File: config.mk
export PLATFORM = sky130hd
export DESIGN_NAME = cid_decoder
export DESIGN_NICKNAME = d
export VERILOG_FILES = /design/src/core/cid_alu.v /design/src/core/cid_decoder.v
export VERILOG_INCLUDE_DIRS = /design/src /design/src/core
export SDC_FILE = /design/constraint.sdc
export NUM_CORES = 2
export LEC_CHECK = 0
export ABC_AREA = 1
export CAP_MARGIN = 10
export CORE_ASPECT_RATIO = 0.5
export CORE_MARGIN = 5
export CORE_UTILIZATION = 40
export DETAILED_ROUTE_END_ITERATION = 8
export DONT_BUFFER_PORTS = 1
export MAX_ROUTING_LAYER = met4
export PLACE_DENSITY_LB_ADDON = 0.12
export SLEW_MARGIN = 0
export SYNTH_ARGS = -nofsm -noshare
export SYNTH_HDL_FRONTEND = slang
export SYNTH_SLANG_ARGS = --single-unit
File: constraint.sdc
create_clock -name mclk -period 30.2 [get_ports mclk]
set_clock_uncertainty 0.05 [all_clocks]
set_input_delay 4.53 -clock mclk [delete_from_list [all_inputs] [get_ports mclk]]
set_output_delay 4.53 -clock mclk [all_outputs]
set_load 0.02 [all_outputs]
File: src/core/cid_consts.vh
/*
 * Constants of the control and indirect-operation decoder: register offsets,
 * status bit positions, reset values, opcode patterns and cycle counts.
 * Assumes inclusion by bare name from the decoder's design files.
 */
`ifndef CID_CONSTS_VH
`define CID_CONSTS_VH

// ****************************************************************
// Register byte offsets
// ****************************************************************
`define CID_REG_INSTR   8'h00
`define CID_REG_ACC     8'h04
`define CID_REG_STATUS  8'h08
`define CID_REG_PTR     8'h0C
`define CID_REG_PTR0    8'h10
`define CID_REG_PTR1    8'h14
`define CID_REG_DIR     8'h18
`define CID_REG_CYCLES  8'h1C

// ****************************************************************
// Status bit positions
// ****************************************************************
`define CID_ST_C        0
`define CID_ST_DC       1
`define CID_ST_Z        2
`define CID_ST_SLP      3
`define CID_ST_EXP      4
`define CID_ST_BUSY     8
`define CID_ST_SLEEP    9

// ****************************************************************
// Reset values
// ****************************************************************
`define CID_RST_ACC     8'h00
`define CID_RST_IP      15'h0000
`define CID_RST_PTR     16'h0000
`define CID_RST_DIR     8'hFF

// ****************************************************************
// Opcode patterns
// ****************************************************************
`define CID_OP_RELJMP   14'b11_001?_????_????
`define CID_OP_ACCJMP   14'b00_0000_0000_1011
`define CID_OP_CALL     14'b10_0???_????_????
`define CID_OP_ACCCALL  14'b00_0000_0000_1010
`define CID_OP_ABSJMP   14'b10_1???_????_????
`define CID_OP_INTRET   14'b00_0000_0000_1001
`define CID_OP_LITRET   14'b11_0100_????_????
`define CID_OP_RETURN   14'b00_0000_0000_1000
`define CID_OP_WDTKICK  14'b00_0000_0110_0100
`define CID_OP_IDLE     14'b00_0000_0000_0000
`define CID_OP_RESTART  14'b00_0000_0000_0001
`define CID_OP_SLEEP    14'b00_0000_0110_0011
`define CID_OP_DIRLOAD  14'b00_0000_0110_0???
`define CID_OP_PTRADD   14'b11_0001_0???_????
`define CID_OP_ILOAD    14'b00_0000_0001_0???
`define CID_OP_ILOADX   14'b11_1111_0???_????
`define CID_OP_ISTORE   14'b00_0000_0001_1???
`define CID_OP_ISTOREX  14'b11_1111_1???_????
`define CID_OP_ANDLIT   14'b11_1001_????_????
`define CID_OP_ADDLIT   14'b11_1110_????_????
`define CID_OP_ANDFILE  14'b00_0101_????_????

// ****************************************************************
// Instruction cycle counts
// ****************************************************************
`define CID_CYC_ONE     2'h1
`define CID_CYC_TWO     2'h2

`endif

File: src/core/cid_alu.v
/*
 * Arithmetic helper of the decoder: accumulator AND / ADD with status flags,
 * and the 16-bit pointer adder. Purely combinational.
 * Assumes the caller selects operands and decides which flags to keep.
 */
module cid_alu
(
  // Accumulator operands
  input  wire [7:0]  acc_a,
  input  wire [7:0]  acc_b,
  input  wire        do_add,
  // Pointer operands
  input  wire [15:0] ptr_a,
  input  wire [15:0] ptr_b,
  // Results
  output wire [7:0]  acc_res,
  output wire        carry,
  output wire        half_byte_overflow_bit,
  output wire        zero,
  output wire [15:0] ptr_res
);

  wire [8:0] sum9;
  wire [4:0] sum5;

  // Byte and low-nibble sums
  assign sum9 = {1'b0, acc_a} + {1'b0, acc_b};
  assign sum5 = {1'b0, acc_a[3:0]} + {1'b0, acc_b[3:0]};

  // Result and flags
  assign acc_res                = do_add ? sum9[7:0] : (acc_a & acc_b);
  assign carry                  = sum9[8];
  assign half_byte_overflow_bit = sum5[4];
  assign zero                   = (acc_res == 8'h00);

  // Pointer add wraps modulo 16 bits
  assign ptr_res = ptr_a + ptr_b;

endmodule // cid_alu

File: src/core/cid_decoder.v
/*
 * Control and indirect-operation decoder with an AHB-Lite register slave.
 * Software writes a 14-bit instruction word; the block executes it against
 * its accumulator, flags, instruction pointer, stack, pointer pairs, a
 * 128-byte data store and eight pin-direction registers.
 * Assumes single-word AHB-Lite transfers and a synchronous active-low reset.
 */
// Implementation choices: the AHB-Lite interface to the registers and the address map.
`include "cid_consts.vh"

module cid_decoder
#(
  parameter STACK_DEPTH = 16,
  parameter MEM_WORDS   = 128
)
(
  // Clock and reset
  input  wire        mclk,
  input  wire        rst_n,
  // AHB-Lite slave
  input  wire        hsel,
  input  wire [31:0] haddr,
  input  wire [1:0]  htrans,
  input  wire        hwrite,
  input  wire [2:0]  hsize,
  input  wire [31:0] hwdata,
  input  wire        hready,
  output wire        hreadyout,
  output wire        hresp,
  output reg  [31:0] hrdata,
  // Device-side outputs
  output reg  [63:0] pin_dir,
  output reg         sleeping,
  output reg         watchdog_kick,
  output reg         soft_restart
);

  // ****************************************************************
  // State
  // ****************************************************************
  reg  [13:0] instr;
  reg  [7:0]  acc;
  reg         st_c;
  reg         st_dc;
  reg         st_z;
  reg         tmr_expiry_status;
  reg         sleep_entered_flag;
  reg  [14:0] instruction_pointer;
  reg  [15:0] ptr0;
  reg  [15:0] ptr1;
  reg  [1:0]  busy_cnt;
  reg  [1:0]  last_cycles;
  reg  [3:0]  sp;
  reg  [14:0] stack [0:STACK_DEPTH-1];
  reg  [7:0]  mem [0:MEM_WORDS-1];
  reg         dp_write;
  reg  [7:0]  dp_addr;
  reg         exec;

  // ****************************************************************
  // Bus slave
  // ****************************************************************
  wire        addr_ok;
  wire        issue;
  wire        busy;

  assign hreadyout = 1'b1;
  assign hresp     = 1'b0;
  assign busy      = (busy_cnt != 2'h0);
  assign addr_ok   = hsel & hready & htrans[1];
  assign issue     = dp_write & (dp_addr == `CID_REG_INSTR) & ~busy;

  // Pointer-pair select by one instruction bit
  function [15:0] pick_ptr;
    input       sel;
    input [15:0] p0;
    input [15:0] p1;
    begin
      pick_ptr = sel ? p1 : p0;
    end
  endfunction

  // ****************************************************************
  // Execution datapath
  // ****************************************************************
  reg  [7:0]  alu_b;
  reg         alu_add;
  reg  [15:0] ptr_b;
  reg         ptr_n;
  wire [15:0] ptr_cur;
  wire [7:0]  alu_res;
  wire        alu_c;
  wire        alu_dc;
  wire        alu_z;
  wire [15:0] ptr_sum;
  wire [14:0] ip_next;

  assign ptr_cur = pick_ptr(ptr_n, ptr0, ptr1);
  assign ip_next = instruction_pointer + 15'h0001;

  cid_alu u_alu
  (
    .acc_a                  (acc),
    .acc_b                  (alu_b),
    .do_add                 (alu_add),
    .ptr_a                  (ptr_cur),
    .ptr_b                  (ptr_b),
    .acc_res                (alu_res),
    .carry                  (alu_c),
    .half_byte_overflow_bit (alu_dc),
    .zero                   (alu_z),
    .ptr_res                (ptr_sum)
  );

  reg  [7:0]  next_acc;
  reg         next_c;
  reg         next_dc;
  reg         next_z;
  reg         next_to;
  reg         next_pd;
  reg  [14:0] next_ip;
  reg  [15:0] next_ptr;
  reg         ptr_we;
  reg  [15:0] eff_addr;
  reg         mem_we;
  reg  [6:0]  mem_addr;
  reg  [7:0]  mem_wdata;
  reg         push;
  reg         pop;
  reg         dir_we;
  reg         ind_access;
  reg  [1:0]  base_cyc;
  reg         do_sleep;
  reg         do_kick;
  reg         do_restart;

  // Operand selection for the adders
  always @*
  begin
    alu_b   = instr[7:0];
    alu_add = 1'b0;
    ptr_n   = instr[2];
    ptr_b   = {16{instr[0]}} | 16'h0001; // Modifier bit 0 picks decrement
    casez (instr)
      `CID_OP_ADDLIT:  alu_add = 1'b1;
      `CID_OP_ANDFILE: alu_b = mem[instr[6:0]];
      `CID_OP_PTRADD, `CID_OP_ILOADX, `CID_OP_ISTOREX:
      begin
        ptr_n = instr[6];
        ptr_b = {{10{instr[5]}}, instr[5:0]};
      end
      default:         alu_add = 1'b0;
    endcase
  end

  // Instruction decode and next state
  always @*
  begin
    next_acc   = acc;
    next_c     = st_c;
    next_dc    = st_dc;
    next_z     = st_z;
    next_to    = tmr_expiry_status;
    next_pd    = sleep_entered_flag;
    next_ip    = ip_next;
    next_ptr   = ptr_sum;
    ptr_we     = 1'b0;
    eff_addr   = instr[1] ? ptr_cur : ptr_sum;
    mem_we     = 1'b0;
    mem_addr   = instr[6:0];
    mem_wdata  = acc;
    push       = 1'b0;
    pop        = 1'b0;
    dir_we     = 1'b0;
    ind_access = 1'b0;
    base_cyc   = `CID_CYC_ONE;
    do_sleep   = 1'b0;
    do_kick    = 1'b0;
    do_restart = 1'b0;
    casez (instr)
      `CID_OP_RELJMP:
      begin
        next_ip  = ip_next + {{6{instr[8]}}, instr[8:0]};
        base_cyc = `CID_CYC_TWO;
      end
      `CID_OP_ACCJMP:
      begin
        next_ip  = ip_next + {7'h00, acc};
        base_cyc = `CID_CYC_TWO;
      end
      `CID_OP_CALL:
      begin
        push     = 1'b1;
        next_ip  = {instruction_pointer[14:11], instr[10:0]};
        base_cyc = `CID_CYC_TWO;
      end
      `CID_OP_ACCCALL:
      begin
        push     = 1'b1;
        next_ip  = {instruction_pointer[14:8], acc};
        base_cyc = `CID_CYC_TWO;
      end
      `CID_OP_ABSJMP:
      begin
        next_ip  = {instruction_pointer[14:11], instr[10:0]};
        base_cyc = `CID_CYC_TWO;
      end
      `CID_OP_INTRET, `CID_OP_RETURN:
      begin
        pop      = 1'b1;
        next_ip  = stack[sp - 4'h1];
        base_cyc = `CID_CYC_TWO;
      end
      `CID_OP_LITRET:
      begin
        pop      = 1'b1;
        next_ip  = stack[sp - 4'h1];
        next_acc = instr[7:0];
        base_cyc = `CID_CYC_TWO;
      end
      `CID_OP_WDTKICK:
      begin
        do_kick = 1'b1;
        next_to = 1'b1;
        next_pd = 1'b1;
      end
      `CID_OP_SLEEP:
      begin
        do_sleep = 1'b1;
        next_to  = 1'b1;
        next_pd  = 1'b0;
      end
      `CID_OP_RESTART: do_restart = 1'b1;
      `CID_OP_IDLE:    base_cyc = `CID_CYC_ONE;
      `CID_OP_DIRLOAD: dir_we = 1'b1;
      `CID_OP_PTRADD:  ptr_we = 1'b1;
      `CID_OP_ILOAD:
      begin
        ptr_we     = 1'b1;
        ind_access = 1'b1;
        mem_addr   = eff_addr[6:0];
        next_acc   = mem[eff_addr[6:0]];
        next_z     = (mem[eff_addr[6:0]] == 8'h00);
      end
      `CID_OP_ISTORE:
      begin
        ptr_we     = 1'b1;
        ind_access = 1'b1;
        mem_we     = 1'b1;
        mem_addr   = eff_addr[6:0];
      end
      `CID_OP_ILOADX:
      begin
        ind_access = 1'b1;
        eff_addr   = ptr_sum;
        next_acc   = mem[ptr_sum[6:0]];
        next_z     = (mem[ptr_sum[6:0]] == 8'h00);
      end
      `CID_OP_ISTOREX:
      begin
        ind_access = 1'b1;
        eff_addr   = ptr_sum;
        mem_we     = 1'b1;
        mem_addr   = ptr_sum[6:0];
      end
      `CID_OP_ANDLIT:
      begin
        next_acc = alu_res;
        next_z   = alu_z;
      end
      `CID_OP_ADDLIT:
      begin
        next_acc = alu_res;
        next_c   = alu_c;
        next_dc  = alu_dc;
        next_z   = alu_z;
      end
      `CID_OP_ANDFILE:
      begin
        next_z    = alu_z;
        mem_we    = instr[7];
        mem_wdata = alu_res;
        if (!instr[7])
          next_acc = alu_res;
      end
      default:         base_cyc = `CID_CYC_ONE;
    endcase
  end

  // ****************************************************************
  // Sequential update
  // ****************************************************************
  wire [1:0] total_cyc;
  assign total_cyc = base_cyc + {1'b0, ind_access & eff_addr[15]};

  // Bus address phase capture and read data
  always @(posedge mclk)
  begin
    if (!rst_n)
    begin
      dp_write <= 1'b0;
      dp_addr  <= 8'h00;
      hrdata   <= 32'h0000_0000;
    end
    else
    begin
      dp_write <= addr_ok & hwrite;
      dp_addr  <= haddr[7:0];
      if (addr_ok & ~hwrite)
      begin
        case (haddr[7:0])
          `CID_REG_INSTR:  hrdata <= {18'h00000, instr};
          `CID_REG_ACC:    hrdata <= {24'h000000, acc};
          `CID_REG_STATUS: hrdata <= {22'h000000, sleeping, busy, 3'h0, tmr_expiry_status,
                                      sleep_entered_flag, st_z, st_dc, st_c};
          `CID_REG_PTR:    hrdata <= {17'h00000, instruction_pointer};
          `CID_REG_PTR0:   hrdata <= {16'h0000, ptr0};
          `CID_REG_PTR1:   hrdata <= {16'h0000, ptr1};
          `CID_REG_DIR:    hrdata <= pin_dir[31:0];
          `CID_REG_CYCLES: hrdata <= {26'h0000000, sp, last_cycles};
          default:         hrdata <= 32'h0000_0000;
        endcase
      end
    end
  end

  // Architectural state: bus writes or instruction execution
  always @(posedge mclk)
  begin
    if (!rst_n)
    begin
      instr               <= 14'h0000;
      acc                 <= `CID_RST_ACC;
      st_c                <= 1'b0;
      st_dc               <= 1'b0;
      st_z                <= 1'b0;
      tmr_expiry_status   <= 1'b1;
      sleep_entered_flag  <= 1'b1;
      instruction_pointer <= `CID_RST_IP;
      ptr0                <= `CID_RST_PTR;
      ptr1                <= `CID_RST_PTR;
      busy_cnt            <= 2'h0;
      last_cycles         <= 2'h0;
      sp                  <= 4'h0;
      pin_dir             <= {8{`CID_RST_DIR}};
      sleeping            <= 1'b0;
      watchdog_kick       <= 1'b0;
      soft_restart        <= 1'b0;
    end
    else
    begin
      watchdog_kick <= 1'b0;
      soft_restart  <= 1'b0;
      if (busy)
        busy_cnt <= busy_cnt - 2'h1;
      if (issue)
      begin
        instr    <= hwdata[13:0];
        sleeping <= 1'b0;
      end
      else if (dp_write)
      begin
        case (dp_addr)
          `CID_REG_ACC:    acc <= hwdata[7:0];
          `CID_REG_STATUS:
          begin
            st_c  <= hwdata[`CID_ST_C];
            st_dc <= hwdata[`CID_ST_DC];
            st_z  <= hwdata[`CID_ST_Z];
          end
          `CID_REG_PTR:    instruction_pointer <= hwdata[14:0];
          `CID_REG_PTR0:   ptr0 <= hwdata[15:0];
          `CID_REG_PTR1:   ptr1 <= hwdata[15:0];
          default:         acc <= acc;
        endcase
      end
      // Execute the word captured on the previous issue
      if (exec)
      begin
        acc                 <= next_acc;
        st_c                <= next_c;
        st_dc               <= next_dc;
        st_z                <= next_z;
        tmr_expiry_status   <= next_to;
        sleep_entered_flag  <= next_pd;
        instruction_pointer <= do_restart ? `CID_RST_IP : next_ip;
        busy_cnt            <= total_cyc - 2'h1;
        last_cycles         <= total_cyc;
        sleeping            <= do_sleep;
        watchdog_kick       <= do_kick;
        soft_restart        <= do_restart;
        if (ptr_we & ~ptr_n)
          ptr0 <= next_ptr;
        if (ptr_we & ptr_n)
          ptr1 <= next_ptr;
        if (push)
          sp <= sp + 4'h1;
        if (pop)
          sp <= sp - 4'h1;
        if (dir_we)
          pin_dir[instr[2:0]*8 +: 8] <= acc;
      end
    end
  end

  // One-cycle execute strobe following an accepted issue
  always @(posedge mclk)
  begin
    if (!rst_n)
      exec <= 1'b0;
    else
      exec <= issue;
  end

  // Stack and data store writes
  always @(posedge mclk)
  begin
    if (exec & push)
      stack[sp] <= ip_next;
    if (exec & mem_we)
      mem[mem_addr] <= mem_wdata;
  end

endmodule // cid_decoder

==> key figures <==
Run status
  • Status: finished, final reports clean

Yosys
  • Syn Area/Cell: 8.16 um^2
  • Sequential area share after synthesis: 50.3%
  • Post-synth ARST share: 0%
  • Mapped Nets: 10340
  • Ys flop type: edfxtp_1
  • Yosys warns: 0
  • Post-synth EDFFs: 1264
  • Cell count after synthesis: between 10000 and 15000
  • Netlist cell types: 64
  • Syn Std Cell Area: 83300 um^2
  • Synthesized flop and latch total: 1461

Worst setup path
  • Reg2reg path depth: 24
  • Worst path cell trace: buf_12 > buf_12 > buf_4 > buf_4 > o21ai_0 > o21ai_0 > o21ai_0 > o22ai_1 > nor2_1 > o32ai_1 > o211ai_1 > o21ai_0 > inv_1 > fa_1 > o31ai_1 > and2_1 > nor2_1 > o21ai_0 > nor2_1 > o31ai_1 > nand2_1 > o21ai_4 > buf_4 > buf_4
  • R2R Setup Slk: 20.26 ns
  • Slowest stage cell, crit path: dfxtp_4
  • Startpoint Class: register
  • Crit-path most repeated cell: o21ai_0
  • Crit path required time: between 30 and 40 ns
  • Crit-path max cell delay: 0.81 ns
  • Crit Path Class: reg2reg
  • Critical path endpoint category: register
  • Critical Path Fanout Max: around 130
  • Crit Reg-Reg Endpoint: mem[40][6]
  • Critical path arrival: 10.38 ns
  • Setup crit end: mem[40][6]

Clock network
  • Root Buffer: clkbuf_16
  • Clock Latency Late Sink: 0.84 ns
  • Num CTS Buffers: 158
  • CTS max path bufs: 4
  • Postcts setup bufs: 0
  • CTS HTree Levels: 4
  • # resized after CTS: 0
  • Clock slew at reported path FFs: 0.07 ns
  • Hold_buf cts: 0
  • Clock sink count: 1461
  • CTS tree: done

Power and ir drop
  • Combinational Power Share: ~1.4%
  • Switching share of power: between 20 and 25%
  • Clock group share of total power: 47.0%
  • P_leak: ~0.034 uW
  • Internal power: 3290 uW
  • Switching pwr: 906 uW
  • PwrDens: around 46 nW/um^2
  • Sequential Power Share: 51.6%
  • Maximum vdd drop: 0.0402 mV

Timing
  • RSZ-0062 raised after global routing: false
  • Fin crit share: 32.9%
  • Slew HR: 11.6%
  • Slew Limit Fails: 0
  • Final hold violation count: 0
  • Max Clk Rate: 0.101 GHz
  • Final setup violation count: 0
  • Minimum clock period: just under 10 ns
  • Setup slack after layout: 20.26 ns
  • Slew @ Worst Pin: approximately 1.3 ns
  • TNS Setup: 0 ns

Finish
  • Layout area overhead: 8.44%
  • Layout cells sized above 1: 5.40%
  • Post-route insts no fill: 12669
  • Nets@finish: 9907
  • Most common cell after layout, fill and taps aside: nand2_1
  • Commonest non-fill, non-tap cells in the layout: nand2_1 (1879), o21ai_0 (1617), edfxtp_1 (1264)

Detailed routing
  • DR vias: 77902
  • Drt pass-1 iters: 7
  • Routed vias/inst: 6.15
  • Number of routed nets with antenna violations: 0
  • Initial DRC Count: 10876
  • Number of remaining DRC errors: 0
  • Final WL: 353000 um
  • Mean routed wirelength per cell: between 20 and 30 um

Floorplan
  • DIE AREA: ~220000 um^2
  • Initial Util: 40.2%
  • Std cell rows: 118
  • Die Y: 333 um
  • Die width: about 660 um
  • Core area: 207000 um^2
  • I/O pin count: 175

Worst hold path
  • Worst Hold Class: reg2reg

Place
  • Port bufs: 0
  • Final Wtd Congestion: 1.00
  • Place WS: 20.79 ns
  • Inst Count DP: 12382
  • Post-DP HPWL: 215000 um

GRT
  • GRT overflow: 0
  • First-pass GRT wire length: approximately 500000 um
  • Initial antenna violation count: 15
  • GR Util All Layers: 31.7%
  • Vias in the first global route: 70176
  • Largest net degree at the start of global routing: 171

Run
  • Max Cap Viol: 0
[layer usage]
layer / wire length (um) / up-vias / share of wire (%) / track usage [%]
met5: 0 / - / 0 / -
met4: 15500 / 0 / 4.4 / 12.3
met3: 43800 / 898 / 12 / 9.10
li1: - / 34880 / - / -
met1: 144000 / 37405 / 41 / 42.3
met2: 149000 / 4719 / 42 / 45.4
[worst min-delay path by stage]
| stage | cells after the start | from | to |
|---|---|---|---|
| 2_1_floorplan | 2 | last_cycles[0] | last_cycles[0] |
| 3_3_place_gp | 2 | last_cycles[1] | last_cycles[1] |
| 3_5_place_dp | 2 | last_cycles[1] | last_cycles[1] |
| 4_1_cts | 2 | last_cycles[1] | last_cycles[1] |
| 5_1_grt | 2 | last_cycles[1] | last_cycles[1] |
| 6_report | 2 | last_cycles[1] | last_cycles[1] |
[power by group through the flow]
stage / clock, uW / combinational [uW] / sequential [uW]
after floorplan: 0 / 35.4 / 2210
after global placement: 0 / 55.3 / 2210
after detailed placement: 0 / 55.4 / 2210
after CTS: 1990 / 55.6 / 2160
after global routing: 2070 / 60.9 / 2160
final: 1970 / 58.5 / 2160
[metrics by stage]
stage	utilization (%)	hold WS [ns]	area (um^2)	power [uW]
2_1_floorplan	-	0.396	83300	2240
3_3_place_gp	41.2	0.412	85400	2260
6_report	43.6	0.425	90400	4200
5_1_grt	43.6	0.462	90400	4300
4_1_cts	43.6	0.421	90300	4210
3_5_place_dp	41.2	0.412	85400	2260
[cell families (layout without fill, tap and decap cells)]
logic type / after synthesis / after routing / synth area share (%)
AOI/OAI and AO/OA: 3077 / 3077 / 20.9
xor gates and xnor gates: 35 / 35 / 0.377
adders and majority gates: 51 / 51 / 0.793
buffers and inverters: 1760 / 1439 / 8.54
DFF: 1461 / 1461 / 50.3
muxes: 1 / 1 / 0.0135
other: 2 / 17 / 0.00901
and+or+nand+nor: 3828 / 3828 / 19.1
[worst max-delay path: cells and delay by family (launching register included)]
kind	cells	cell delay (ns)
AO/OA/AOI/OAI	11	3.71
adder cells (fa/ha/maj)	1	0.41
buffers and inverters	7	3.58
flip-flops	1	0.81
AND/OR/NAND/NOR	5	0.55
[synth_stat cells, types with 32 or more instances]
master | count | area, um^2
ha_1 | 48 | 601
nor2_1 | 835 | 3130
dfxtp_1 | 197 | 3940
nand3_1 | 996 | 4980
edfxtp_1 | 1264 | 38000
buf_2 | 195 | 976
o22ai_1 | 187 | 1170
nand2_1 | 1886 | 7080
buf_1 | 58 | 218
o221ai_1 | 49 | 429
a221oi_1 | 213 | 1870
o21ai_0 | 1625 | 8130
a21oi_1 | 722 | 3610
nor3_1 | 38 | 190
clkbuf_1 | 502 | 1880
o211ai_1 | 126 | 946
a211oi_1 | 32 | 240
buf_4 | 34 | 255
inv_1 | 926 | 3480
[sequential cells by signal, indices dropped and copies added (netlist names), 2 cells and up, named ones only]
| name | cells |
|---|---|
| mem | 1024 |
| stack | 240 |
| pin_dir | 64 |
| hrdata | 32 |
| ptr0 | 16 |
| ptr1 | 16 |
| instruction_pointer | 15 |
| instr | 14 |
| acc | 8 |
| dp_addr | 8 |
| sp | 4 |
| busy_cnt | 2 |
| last_cycles | 2 |
[final cells by class]
class / instances / area [um^2]
fill: 20457 / 117000
sequential: 1461 / 41900
multi-input combinational: 6994 / 34600
clock buffer: 206 / 4270
inverter: 952 / 3610
tap: 2760 / 3450
timing repair buffer: 215 / 1830
clock inverter: 66 / 693
antenna: 15 / 37.5
Power figures use the tool's default switching activity.
